## src/rtl/swm_pkg.sv

```systemverilog
package swm_pkg;

	// ************************************************************
	// Frame lengths and timing
	// ************************************************************
	localparam int unsigned SWM_CNT_W = 6;
	localparam logic [5:0] SWM_LEN_8 = 6'h08;
	localparam logic [5:0] SWM_LEN_16 = 6'h10;
	localparam logic [5:0] SWM_LEN_24 = 6'h18;
	localparam logic [5:0] SWM_LEN_CRC = 6'h08;
	localparam logic [5:0] SWM_LEN_STAT = 6'h08;
	localparam logic [5:0] SWM_CNT_RST = 6'h00;
	localparam int unsigned SWM_CLK_MHZ = 40;
	localparam int unsigned SWM_REL_DELAY_NS = 100;
	localparam int unsigned SWM_REL_DELAY_CYC_RAW = (SWM_REL_DELAY_NS * SWM_CLK_MHZ) / 1000;
	localparam logic [3:0] SWM_REL_DELAY_CYC = (SWM_REL_DELAY_CYC_RAW < 1) ? 4'h1 : 4'(SWM_REL_DELAY_CYC_RAW);
	localparam logic [3:0] SWM_DLY_RST = 4'h0;
	localparam logic [3:0] SWM_DLY_LAST = 4'h1;
	localparam logic [1:0] SWM_PIN_IDLE = 2'h3;

	// ************************************************************
	// Register reset values
	// ************************************************************
	localparam logic SWM_CS_EN_RST = 1'b0;
	localparam logic SWM_REF_EN_RST = 1'b0;
	localparam logic SWM_DLY_EN_RST = 1'b0;

	// ************************************************************
	// Types
	// ************************************************************
	typedef enum logic [1:0] {
		SWM_IDLE = 2'b00,
		SWM_XFER = 2'b01,
		SWM_HOLD = 2'b10
	} swm_state_t;

	typedef struct packed {
		logic cs_en;
		logic dly_en;
		logic ref_en;
		logic ref_sel;
	} swm_cfg_t;

	typedef struct packed {
		logic data;
		logic oe;
	} swm_pin_t;

endpackage : swm_pkg

```

## src/rtl/swm_sync.sv

```systemverilog
`timescale 1ns/100ps
`default_nettype none
module swm_sync
	import swm_pkg::*;
#(
	parameter int unsigned W = 3,
	parameter logic [W-1:0] RST_VAL = '0
) (
	input wire logic clk_i,
	input wire logic nrst_i,
	input wire logic [W-1:0] d_i,
	output logic [W-1:0] q_o
);
	logic [W-1:0] meta_ff;
	logic [W-1:0] sync_ff;

	// Per-bit two-stage synchroniser
	genvar g;
	generate
		for (g = 0; g < W; g++) begin : g_bit
			always_ff @(posedge clk_i or negedge nrst_i) begin
				if (!nrst_i) begin
					meta_ff[g] <= RST_VAL[g];
					sync_ff[g] <= RST_VAL[g];
				end else begin
					meta_ff[g] <= d_i[g];
					sync_ff[g] <= meta_ff[g];
				end
			end
		end
	endgenerate

	assign q_o = sync_ff;
endmodule // swm_sync
`default_nettype wire

```

## src/rtl/swm_spi_mode.sv

```systemverilog
`timescale 1ns/100ps
`default_nettype none
// Functional notes
// - CS disabled: 3-wire, idle on last SCLK rise
// - 3-wire read end: release or show ready
// - Release-delay bit adjusts output release moment
// - 3-wire: CS high tristates output
// - CS enabled: 4-wire, idle on CS rise
// - 4-wire read end: release on CS rise
// - SPI error checks valid only in 4-wire
// - 4-wire: output tristated while CS high
// - CS enable bit R/W, resets 0
// - Reference enable resets off; level follows select
module swm_spi_mode
	import swm_pkg::*;
(
	input wire logic CLK_SYS_I,
	input wire logic NRST_I,
	input wire logic SCLK_I,
	input wire logic CS_N_I,
	input wire logic CHIP_SELECT_PIN_ENABLE_I,
	input wire logic OUTPUT_RELEASE_DELAY_I,
	input wire logic INTERNAL_REFERENCE_ENABLE_I,
	input wire logic INTERNAL_REFERENCE_LEVEL_SELECT_I,
	input wire logic RESERVED_WR_I,
	input wire logic CFG_WE_I,
	input wire logic XFER_START_I,
	input wire logic XFER_READ_I,
	input wire logic [1:0] XFER_SIZE_I,
	input wire logic XFER_CRC_I,
	input wire logic XFER_STAT_I,
	input wire logic TX_BIT_I,
	input wire logic READY_ON_PIN_I,
	input wire logic READY_N_I,
	input wire logic ERR_CHECK_REQ_I,
	output logic CHIP_SELECT_PIN_ENABLE_O,
	output logic INTERNAL_REFERENCE_ENABLE_O,
	output logic INTERNAL_REFERENCE_LEVEL_SELECT_O,
	output logic RESERVED_O,
	output logic REFERENCE_OUTPUT_PIN_O,
	output logic DOUT_O,
	output logic DOUT_OE_O,
	output logic IF_RESET_O,
	output logic SERIAL_CLOCK_COUNT_ERROR_CHECK_O,
	output logic BUSY_O
);
	// ************************************************************
	// Pin synchronisers and edge detection
	// ************************************************************
	logic [1:0] sync_q;
	logic sclk_s;
	logic cs_n_s;
	logic sclk_d_ff;
	logic cs_n_d_ff;
	logic sclk_rise;
	logic sclk_fall;
	logic cs_rise;

	// Reset to idle pin levels so no false edge follows reset
	swm_sync #(.W(2), .RST_VAL(SWM_PIN_IDLE)) u_sync (
		.clk_i(CLK_SYS_I),
		.nrst_i(NRST_I),
		.d_i({SCLK_I, CS_N_I}),
		.q_o(sync_q)
	);
	assign sclk_s = sync_q[1];
	assign cs_n_s = sync_q[0];

	always_ff @(posedge CLK_SYS_I or negedge NRST_I) begin
		if (!NRST_I) begin
			sclk_d_ff <= 1'b1;
			cs_n_d_ff <= 1'b1;
		end else begin
			sclk_d_ff <= sclk_s;
			cs_n_d_ff <= cs_n_s;
		end
	end
	assign sclk_rise = sclk_s & ~sclk_d_ff;
	assign sclk_fall = ~sclk_s & sclk_d_ff;
	assign cs_rise = cs_n_s & ~cs_n_d_ff;

	// ************************************************************
	// Configuration bits
	// ************************************************************
	swm_cfg_t cfg_ff;

	always_ff @(posedge CLK_SYS_I or negedge NRST_I) begin
		if (!NRST_I) begin
			cfg_ff.cs_en <= SWM_CS_EN_RST;
			cfg_ff.dly_en <= SWM_DLY_EN_RST;
			cfg_ff.ref_en <= SWM_REF_EN_RST;
			cfg_ff.ref_sel <= 1'b0;
		end else if (CFG_WE_I) begin
			cfg_ff.cs_en <= CHIP_SELECT_PIN_ENABLE_I;
			cfg_ff.dly_en <= OUTPUT_RELEASE_DELAY_I;
			cfg_ff.ref_en <= INTERNAL_REFERENCE_ENABLE_I;
			cfg_ff.ref_sel <= INTERNAL_REFERENCE_LEVEL_SELECT_I;
		end
	end

	// Reserved write data deliberately unused
	logic unused_rsvd;
	assign unused_rsvd = RESERVED_WR_I;

	// ************************************************************
	// Frame tracking
	// ************************************************************
	swm_state_t state_ff;
	swm_state_t nxt_state;
	logic [5:0] len_ff;
	logic [5:0] cnt_ff;
	logic rd_ff;
	logic [3:0] dly_ff;
	logic last_rise;
	logic frame_end;
	logic [5:0] nxt_len;

	always_comb begin
		case (XFER_SIZE_I)
			2'd0: nxt_len = SWM_LEN_8;
			2'd1: nxt_len = SWM_LEN_16;
			default: nxt_len = SWM_LEN_24;
		endcase
		// Host must clock exactly this many bits in 3-wire mode
		if (XFER_CRC_I) begin
			nxt_len = 6'(nxt_len + SWM_LEN_CRC);
		end
		if (XFER_STAT_I) begin
			nxt_len = 6'(nxt_len + SWM_LEN_STAT);
		end
	end

	assign last_rise = (state_ff == SWM_XFER) && sclk_rise && (cnt_ff == 6'(len_ff - 6'h01));
	// Mode picks the frame-ending event
	assign frame_end = cfg_ff.cs_en ? cs_rise : last_rise;

	always_comb begin
		nxt_state = state_ff;
		case (state_ff)
			SWM_IDLE: begin
				if (XFER_START_I) begin
					nxt_state = SWM_XFER;
				end
			end
			SWM_XFER: begin
				if (frame_end) begin
					nxt_state = (rd_ff && cfg_ff.dly_en) ? SWM_HOLD : SWM_IDLE;
				end else if (last_rise) begin
					nxt_state = SWM_XFER;
				end
			end
			SWM_HOLD: begin
				if (dly_ff <= SWM_DLY_LAST) begin
					nxt_state = SWM_IDLE;
				end
			end
			default: nxt_state = SWM_IDLE;
		endcase
	end

	always_ff @(posedge CLK_SYS_I or negedge NRST_I) begin
		if (!NRST_I) begin
			state_ff <= SWM_IDLE;
		end else begin
			state_ff <= nxt_state;
		end
	end

	always_ff @(posedge CLK_SYS_I or negedge NRST_I) begin
		if (!NRST_I) begin
			len_ff <= SWM_LEN_8;
			rd_ff <= 1'b0;
			cnt_ff <= SWM_CNT_RST;
		end else if (state_ff == SWM_IDLE && XFER_START_I) begin
			len_ff <= nxt_len;
			rd_ff <= XFER_READ_I;
			cnt_ff <= SWM_CNT_RST;
		end else if (state_ff == SWM_XFER && sclk_rise && cnt_ff != len_ff) begin
			cnt_ff <= 6'(cnt_ff + 6'h01);
		end
	end

	// Delayed release counts after the frame end
	always_ff @(posedge CLK_SYS_I or negedge NRST_I) begin
		if (!NRST_I) begin
			dly_ff <= SWM_DLY_RST;
		end else if (state_ff == SWM_XFER && frame_end) begin
			// Frame end cycle already counts as the first held cycle
			dly_ff <= 4'(SWM_REL_DELAY_CYC - SWM_DLY_LAST);
		end else if (state_ff == SWM_HOLD && dly_ff != SWM_DLY_RST) begin
			dly_ff <= 4'(dly_ff - 4'h1);
		end
	end

	// ************************************************************
	// Shared output pin
	// ************************************************************
	swm_pin_t pin_ff;
	swm_pin_t nxt_pin;
	logic tx_ff;

	// Data changes on SCLK fall so the host samples stable bits
	always_ff @(posedge CLK_SYS_I or negedge NRST_I) begin
		if (!NRST_I) begin
			tx_ff <= 1'b0;
		end else if (sclk_fall || (state_ff == SWM_IDLE && XFER_START_I)) begin
			tx_ff <= TX_BIT_I;
		end
	end

	always_comb begin
		nxt_pin.data = 1'b0;
		nxt_pin.oe = 1'b0;
		if (cs_n_s) begin
			nxt_pin.oe = 1'b0;
		end else if ((state_ff == SWM_XFER && rd_ff && (!frame_end || cfg_ff.dly_en)) || state_ff == SWM_HOLD) begin
			nxt_pin.data = tx_ff;
			nxt_pin.oe = 1'b1;
		end else if (READY_ON_PIN_I) begin
			// After a read the pin reverts to ready signalling
			nxt_pin.data = READY_N_I;
			nxt_pin.oe = 1'b1;
		end else begin
			nxt_pin.oe = 1'b0;
		end
	end

	// ************************************************************
	// Registered outputs
	// ************************************************************
	always_ff @(posedge CLK_SYS_I or negedge NRST_I) begin
		if (!NRST_I) begin
			pin_ff <= '0;
			IF_RESET_O <= 1'b0;
			BUSY_O <= 1'b0;
			SERIAL_CLOCK_COUNT_ERROR_CHECK_O <= 1'b0;
			REFERENCE_OUTPUT_PIN_O <= 1'b0;
		end else begin
			pin_ff <= nxt_pin;
			IF_RESET_O <= (state_ff == SWM_XFER) && frame_end;
			BUSY_O <= (nxt_state != SWM_IDLE);
			// Error checks meaningless without a CS frame boundary
			SERIAL_CLOCK_COUNT_ERROR_CHECK_O <= ERR_CHECK_REQ_I & cfg_ff.cs_en;
			REFERENCE_OUTPUT_PIN_O <= cfg_ff.ref_en & cfg_ff.ref_sel;
		end
	end

	assign DOUT_O = pin_ff.data;
	assign DOUT_OE_O = pin_ff.oe;
	assign CHIP_SELECT_PIN_ENABLE_O = cfg_ff.cs_en;
	assign INTERNAL_REFERENCE_ENABLE_O = cfg_ff.ref_en;
	assign INTERNAL_REFERENCE_LEVEL_SELECT_O = cfg_ff.ref_sel;
	assign RESERVED_O = 1'b0;
endmodule // swm_spi_mode
`default_nettype wire

```

## config.mk

```make
export PLATFORM = sky130hd
export DESIGN_NAME = swm_spi_mode
export DESIGN_NICKNAME = d
export VERILOG_FILES = /design/src/rtl/swm_pkg.sv /design/src/rtl/swm_sync.sv /design/src/rtl/swm_spi_mode.sv
export SDC_FILE = /design/constraint.sdc
export NUM_CORES = 1
export LEC_CHECK = 0
export ABC_AREA = 1
export BUFFER_PORTS_ARGS = -buffer_cell sky130_fd_sc_hd__buf_4
export CAP_MARGIN = 40
export CORE_ASPECT_RATIO = 0.75
export CORE_MARGIN = 4
export CORE_UTILIZATION = 55
export DETAILED_ROUTE_END_ITERATION = 8
export PLACE_DENSITY = 0.77
export SLEW_MARGIN = 20
export SYNTH_ARGS = -nofsm -noshare
export SYNTH_HDL_FRONTEND = slang
export SYNTH_SLANG_ARGS = --single-unit
export TNS_END_PERCENT = 30
```

## constraint.sdc

```tcl
create_clock -name CLK_SYS_I -period 2.3 [get_ports CLK_SYS_I]
set_clock_uncertainty 0.05 [all_clocks]
set_input_delay 0.46 -clock CLK_SYS_I [delete_from_list [all_inputs] [get_ports CLK_SYS_I]]
set_output_delay 0.46 -clock CLK_SYS_I [all_outputs]
set_load 0.03 [all_outputs]
```

# Word level (Yosys, flattened, before mapping)
# Cells that the tools add are included.
# totals
output_inout_bits,10
mem_bits_rw,0
regBits,36
mem_bits_ro,0
inputBits,20
latch_bits,0
elab_cells,79
memories,0
# op_classes
n_mux,19
magnitude_cmp,1
eq_ne,5
multipliers,0
n_addsub,5
bitwise,8
n_reduce_logical,19
n_div,0
n_shift,0
# ops
op,count
$mux W6,4
$add A6 B4 Y6 const B,2
$mux W2,6
$pmux W5 S2,1
$logic_and A1 B1 Y1,9
$mux W4,2
$add A6 B1 Y6 const B,1
$eq A6 B6 Y1,1
$ne A6 B6 Y1,1
$pmux W2 S3,1
$reduce_bool A2 Y1,3
$sub A6 B1 Y6 const B,1
$and A1 B1 Y1,5
$mux W1,5
$eq A2 B1 Y1 const B,2
$le A4 B1 Y1 const B,1
$logic_not A2 Y1,2
$reduce_bool A4 Y1,1
$sub A4 B1 Y4 const B,1
$logic_or A1 B1 Y1,3
$not A1 Y1,3
$eq A2 B2 Y1 const B,1
$logic_not A1 Y1,1

# Logic depth before layout (Yosys ltp)
# Gate-level depths: netlist (run 1).
# depth
depth_word,11
mapped_depth,11

# Hierarchy
# From an unflattened synthesis (run 1), not the netlist that was laid out.
# hier_totals
hier_cells,197
hier_area_um2,1671.6
# modules_own_cells
module,seq_area_each_um2,area_per_inst_um2,instances,cells_each
swm_spi_mode,729.4,1566.5,1,193
swm_sync,105.1,105.1,1,4

# Least setup slack after synthesis (run 1)
# Ideal clock, no wire load.
# synth_path
kind,register to register
start,register len_ff[3]
end,register dly_ff[2]
path_slack_ns,0.688
n_path_buf,0
arrival_ns,1.442
period_less_slack_ns,1.612
stages_incl_launch_ff,11
path_cell_list,dfstp_2 inv_1 ha_1 nand2_1 nand3_1 nor2_1 nand3_2 nand2_1 nand2_1 inv_2 a21oi_1
# synth_between
elab_chain_len,6
elab_cells_between_ends,7
classes_between,add/sub (1); eq/ne (1); mux (2); reduce/logical (3)
# synth_rtl
element,line_no,rtl
"start, declared",swm_spi_mode.sv:110,logic [5:0] len_ff;
"start signal, assigned",swm_spi_mode.sv:175,len_ff <= nxt_len;
$sub A6 B1 Y6 (*),swm_spi_mode.sv:133,assign last_rise = (state_ff == SWM_XFER) && sclk_rise && (cnt_ff == 6'(len_ff - 6'h01));
$eq A6 B6 Y1 (*),swm_spi_mode.sv:133,
$logic_and A1 B1 Y1 (*),swm_spi_mode.sv:133,
$mux W1 (*),swm_spi_mode.sv:135,assign frame_end = cfg_ff.cs_en ? cs_rise : last_rise;
$logic_and A1 B1 Y1 (*),swm_spi_mode.sv:187,end else if (state_ff == SWM_XFER && frame_end) begin
$mux W4 / $reduce_bool A2 Y1 (equally long branches),--,
"end signal, assigned",swm_spi_mode.sv:189,dly_ff <= 4'(SWM_REL_DELAY_CYC - SWM_DLY_LAST);
"end signal, assigned",swm_spi_mode.sv:191,dly_ff <= 4'(dly_ff - 4'h1);
"end, declared",swm_spi_mode.sv:113,logic [3:0] dly_ff;
# Every way passes the cells marked *; elsewhere a longest branch is shown, timed or not.
# A chain may end at the register's enable or synchronous reset.

# Final worst setup path (run 1)
# Ends and elaborated chain as after synthesis.

==> out/qor.csv, run 1 <==
stage,metric,value,unit
clock_tree,cts_buffers,5,
power,powerDensity,974,mW/mm^2
worst_setup_path,crit_path_end_kind,flip-flop,
timing,rsz0062_at_grt,no,
worst_setup_path,cp.arrival,1880,ps
clock_tree,clockBufferDepth,2,
clock_tree,cts.sinks,33,
synthesis,avgSynthCellArea,8.49,um^2
worst_setup_path,rrSetupSlack,540,ps
grt,grt_usage,19.0,%
routing,drc,0,
placed_design,port_buffers,27,
grt,antenna_found_initial,0,
clock_tree,htree_levels,2,
routing,drtPass1Iterations,4,
worst_setup_path,critical_path.top_delay_family,simple AND/OR/NAND/NOR gates,
floorplanning,start_util,56.9,%
timing,slew_headroom,57.3,%
grt,first_global_vias,1332,
synthesis,seq_area_frac_synth,49.9,%
clock_tree,cts_setup_buffers,0,
synthesis,synthesis.nets,224,
routing,postRouteWirelength,3.27,mm
synthesis,ys_top_cells_by_area,"dfrtp_1, nand2_1, dfstp_2, inv_1, ha_1",
floorplanning,num_rows,17,
synthesis,synth-edff-count,0,
floorplanning,die_area,0.00399,mm^2
worst_setup_path,crit_type,reg -> reg,
worst_setup_path,critPathBufInv,2,
placed_design,gp_congestion,0.850,
synthesis,synth-seq-cells,33,
synthesis,synth_top_area_cell,dfrtp_1,
run_status,outcome,"finished, final reports clean",
timing,finalHoldViolCount,0,
clock_tree,cts_tree,yes,
routing,drtIter0Drc,48,
routing,ant_nets,0,
clock_tree,clkTransAtPathRegs,70,ps
worst_setup_path,cpMaxStageDelayCell,dfstp_2,
power,power.total,0.00197,W
synthesis,yosys.cell_types.count,29,
worst_setup_path,worst_path_most_repeated_cell,nand2_1,
power,power_frac_comb,31.4,%
floorplanning,die_w,71.7,um
floorplanning,boundaryPins,30,
synthesis,synth_most_common_cell,nand2_1,
timing,fin_tns_setup,0,ps
routing,vias_per_cell,5.09,
timing,worst_pin_slew,639,ps
synthesis,synthTopCellsByCount,"nand2_1, dfrtp_1, inv_1",
clock_tree,hold_buffers,0,
power,p_seq_share,40.5,%
final_layout,diodes,0,
worst_setup_path,worst-path-max-fanout,3,
synthesis,async_reset_ff_share,100,%
timing,timing.fmax,568,MHz
final_layout,drive_above_1_share,26.6,%
grt,grt_pass1_wl,5.87,mm
power,max-vdd-ir-drop,535,uV
clock_tree,cts_root_buf,clkbuf_8,
power,pwr-share-clk,28.1,%
power,p_leak,1.06,nW
timing,post-route-period-util,76.6,%
worst_setup_path,cpPeakStageDelay,540,ps
placed_design,hpwl,2.50,mm
floorplanning,chipHeight,55.7,um
clock_tree,clk_latency,280,ps
timing,fin_crit,1760,ps
final_layout,nNetsFinal,255,
routing,wl_per_cell,12.3,um
synthesis,synth_area,0.00167,mm^2
run,drv_cap,0,
synthesis,synth_cells,197,
final_layout,fin_util,68.8,%
timing,setup_viol,0,
worst_setup_path,critPathLaunchType,flip-flop,
final_layout,area_growth,20.8,%
timing,drv_slew,0,
worst_setup_path,crit_chain,"inv_1, ha_1, nand2_1, nand3_1, nor2_1, nand3_2, nand2_1, nand2_1, inv_2, a21oi_1",
timing,hold_ws,50.1,ps
power,intPower,0.00129,W
grt,overflow,0,
grt,grt_max_degree,34,
worst_setup_path,cp.required,2420,ps
synthesis,ys.flop_type,dfrtp_1,
routing,num_vias,1358,
clock_tree,ctsResizeCount,0,
worst_hold_path,hold_path_class,in -> async,
synthesis,yosysWarnings,0,
synthesis,synth_top_area_share,38.9,%
power,power.switching,0.000676,W
power,switching_share,34.4,%
floorplanning,design.core.area,0.00294,mm^2
[through the flow]
step	std cells	area [um^2]	setup slack (ps)
CTS	267	2020	531
finish	267	2020	539
global route	267	2020	383
detailed placement	259	1900	503
global placement	259	1900	544
floorplan	197	1670	688
[worst register-to-register path: stages (launching register included)]
cell	delay, ps
dfstp_2	540
inv_1	60
ha_1	300
nand2_1	70
nand3_1	60
nor2_1	120
nand3_2	110
nand2_1	110
nand2_1	110
inv_2	90
a21oi_1	40
[power by group through the flow]
stage / Clock, W / Sequential, W / Combinational (W)
after CTS: 0.000560 / 0.000798 / 0.000623
final: 0.000553 / 0.000797 / 0.000618
after detailed placement: 0 / 0.000804 / 0.000621
after global placement: 0 / 0.000795 / 0.000582
after global routing: 0.000593 / 0.000818 / 0.000712
after floorplan: 0 / 0.000838 / 0.000396
[area by class of cell]
cell class / count / area (um^2)
inverter: 30 / 113
tap: 38 / 47.5
fill: 240 / 916
clock buffer: 7 / 86.3
multi-input combinational: 131 / 706
sequential: 33 / 835
timing repair buffer: 27 / 203
clock inverter: 1 / 30.0
[state kept, by name, summed over array words and instances, names as in the netlist, 2 cells and up]
| register | cells |
|---|---|
| cnt_ff | 6 |
| dly_ff | 4 |
| len_ff | 3 |
| state_ff | 2 |
| u_sync.meta_ff | 2 |
| u_sync.q_o | 2 |
[logic make-up (layout without fill, tap and decap cells)]
family,after synthesis,after routing,synth area share [%]
and+or+nand+nor,94,94,25.6
DFF,33,33,49.9
buffers and inverters,33,65,7.86
AOI/OAI and AO/OA,22,22,7.04
adders and majority gates,7,7,5.24
xor gates and xnor gates,4,4,2.10
muxes,3,3,2.02
other,1,1,0.224
[path summary, 6_finish.rpt]
kind / from / to / depth (start not counted)
max: len_ff[3] / dly_ff[2] / 10
min: NRST_I / cnt_ff[0] / 1
max reg2reg: len_ff[3] / dly_ff[2] / 10
min reg2reg: u_sync.meta_ff[1] / u_sync.q_o[1] / 0
max in group asynchronous: NRST_I / u_sync.q_o[1] / 1
min in group CLK_SYS_I: CS_N_I / u_sync.meta_ff[0] / 1
[metal layers]
layer / global-route usage (%) / part of all wire, % / routed length [um] / vias to the layer above
li1: - / - / - / 683
met1: 26.1 / 45 / 1480 / 615
met2: 28.3 / 45 / 1460 / 55
met3: 5.78 / 9.1 / 297 / 5
met4: 6.97 / 1.1 / 35 / 0
met5: 0 / 0 / 0 / -
[cells in the final DEF (no fill, tap or decap), drive strengths merged, types with 8 or more instances in the layout]
cell,netlist,final
nand2,56,56
inv,30,30
o21ai,12,12
nand3,16,16
dfrtp,26,26
a21oi,8,8
nor2,12,12
buf,2,27
Power figures use the tool's default switching activity.
==> inputs of run 2 (changes only) <==
--- a/config.mk
+++ b/config.mk
@@ -10,9 +10,9 @@
 export CAP_MARGIN = 40
 export CORE_ASPECT_RATIO = 0.75
 export CORE_MARGIN = 4
-export CORE_UTILIZATION = 55
+export CORE_UTILIZATION = 49
 export DETAILED_ROUTE_END_ITERATION = 8
-export PLACE_DENSITY = 0.77
+export PLACE_DENSITY = 0.72
 export SLEW_MARGIN = 20
 export SYNTH_ARGS = -nofsm -noshare
 export SYNTH_HDL_FRONTEND = slang
==> constraint.sdc (replaced) <==
create_clock -name CLK_SYS_I -period 1.4 [get_ports CLK_SYS_I]
set_clock_uncertainty 0.05 [all_clocks]
set_input_delay 0.28 -clock CLK_SYS_I [delete_from_list [all_inputs] [get_ports CLK_SYS_I]]
set_output_delay 0.28 -clock CLK_SYS_I [all_outputs]
set_load 0.03 [all_outputs]
==> run 2 against run 1 <==
Net effect:
- the flow now finishes with violations (negative setup slack)
- sequential power increased by 64%
- worst hold slack worse by 2.5 ps
- flip-flop and latch count unchanged
- final area rose by 11%
- via count up 2.6%
- global-route usage fell by 1.5 points
- largest cell class unchanged
- highest routed layer unchanged
==> out/qor.csv, run 2 (synthesized netlist as in run 1, its figures left out) <==
stage,metric,value,unit
run_status,outcome,"complete, but fails checks",
power,max-vdd-ir-drop,858,uV
routing,drc,0,
timing,fin_tns_setup,-1360,ps
routing,num_vias,1393,
worst_setup_path,critical_path.top_delay_family,flip-flops,
final_layout,fillers,289,
placed_design,hpwl,2.56,mm
timing,drv_slew,0,
worst_setup_path,critPathBufInv,2,
final_layout,design_area,0.00223,mm^2
grt,overflow,0,
timing,rsz0062_at_grt,yes,
placed_design,place_worst_setup_slack,-204,ps
run,drv_cap,0,
worst_setup_path,cpMaxStageDelayCell,dfstp_2,
grt,grt_max_degree,34,
timing,setup_viol,16,
routing,postRouteWirelength,3.48,mm
grt,grt_pass1_wl,5.77,mm
clock_tree,clk_latency,280,ps
worst_setup_path,rrSetupSlack,-200,ps
floorplanning,die_area,0.00442,mm^2
final_layout,top_register,cnt_ff,
worst_setup_path,critPathLaunchType,flip-flop,
worst_hold_path,hold_path_class,in -> reg,
grt,antenna_found_initial,0,
clock_tree,cts_root_buf,clkbuf_8,
clock_tree,cts_tree,yes,
clock_tree,htree_levels,2,
worst_setup_path,worst_path_most_repeated_cell,nand3_2,
final_layout,drive_above_1_share,38.2,%
timing,fin_ws,-203,ps
worst_setup_path,cpPeakStageDelay,540,ps
routing,drtPass1Iterations,6,
worst_setup_path,cp.required,1530,ps
timing,fin_crit,1600,ps
worst_setup_path,cp.arrival,1730,ps
final_layout,layout_common_cells,"nand2_1, buf_4, inv_1, dfrtp_1, nand3_1",
floorplanning,design.core.area,0.00329,mm^2
placed_design,place_area,0.00205,mm^2
power,powerDensity,1580,mW/mm^2
placed_design,dp_cells,277,
final_layout,top_regs,"cnt_ff (6), dly_ff (4), len_ff (3)",
routing,vias_per_cell,4.87,
clock_tree,cts_setup_buffers,0,
worst_setup_path,worst-path-max-fanout,3,
clock_tree,cts_buffers,5,
routing,wl_per_cell,12.2,um
worst_setup_path,crit_chain,"inv_2, ha_4, nand2_2, nand3_2, nor2_2, nand3_2, nand3_2, nand2_2, o21ai_2, inv_1",
placed_design,port_buffers,27,
worst_setup_path,crit_type,reg -> reg,
final_layout,final_common_cell,nand2_1,
timing,post-route-period-util,115,%
clock_tree,clockBufferDepth,2,
grt,first_global_vias,1318,
clock_tree,clkTransAtPathRegs,70,ps
clock_tree,cts.sinks,33,
floorplanning,die_w,75.4,um
floorplanning,start_util,50.8,%
floorplanning,chipHeight,58.6,um
timing,finalHoldViolCount,0,
run_status,violations,negative setup slack,
worst_setup_path,crit_path_end_kind,flip-flop,
final_layout,nNetsFinal,272,
final_layout,diodes,0,
final_layout,area_growth,33.7,%
timing,timing.fmax,624,MHz
final_layout,fin_cells,286,
routing,drtIter0Drc,77,
final_layout,largest_register_ffs,6,
placed_design,gp_congestion,0.858,
routing,ant_nets,0,
power,p_leak,1.15,nW
floorplanning,boundaryPins,30,
grt,grt_usage,17.5,%
floorplanning,num_rows,18,
final_layout,fin_util,68.0,%
## run 2: cell types whose count changed in the layout (fill, tap and decap cells not counted), sizes merged
cell / delta
clkinv: +1
buf: +16
clkbuf: -2
clkinvlp: +1
dlygate4sd3: +1
## run 2: per-stage QoR
stage	hold WS (ps)	power (W)
2_1_floorplan	-65.6	0.00206
4_1_cts	39.2	0.00349
6_report	47.6	0.00354
5_1_grt	39.4	0.00377
3_3_place_gp	192	0.00252
3_5_place_dp	194	0.00256
## run 2: worst reg2reg max path, stage by stage (launching register included)
cell and delay [ps]:
dfstp_2 540, inv_2 50, ha_4 220, nand2_2 60, nand3_2 60, nor2_2 90
nand3_2 100, nand3_2 100, nand2_2 80, o21ai_2 110, inv_1 40
## run 2: power by group
group	leakage (nW)	internal [W]	switching [W]
combinational	0.706	0.000593	0.000744
sequential	0.394	0.00117	0.000139
clock	0.0543	0.000532	0.000363
## run 2: timing repair
| item | 4_1_cts | 5_1_grt |
|---|---|---|
| pin swaps | 1 | 5 |
| endpoints found under the hold margin | 26 | 0 |
| gates cloned | 0 | 0 |
| resized for setup | 5 | 14 |
| hold buffers | 1 | 0 |
| endpoints found under the setup margin | 16 | 16 |
## run 2: layout make-up
class	instances	area, um^2	share of cell area [%]
Timing Repair Buffer	44	345	15.5
Inverter	30	118	5.26
Tap cell	40	50.0	2.24
Clock buffer	5	68.8	3.08
Multi-Input combinational cell	131	769	34.4
Clock inverter	3	46.3	2.07
Sequential cell	33	837	37.5
## run 2: path summary, 6_finish.rpt
path,to,startpoint,cells past startpoint
min,u_sync.meta_ff[1],SCLK_I,1
max reg2reg,DOUT_OE_O,len_ff[3],10
min reg2reg,u_sync.q_o[0],u_sync.meta_ff[0],0
min in group asynchronous,cnt_ff[3],NRST_I,2
max,DOUT_OE_O,len_ff[3],10
max in group asynchronous,sclk_d_ff,NRST_I,2
## run 2: routing by layer
metal,track usage [%],wire length [um]
met5,0,0
met4,5.99,23
met3,6.14,261
met2,24.4,1490
met1,25.3,1700
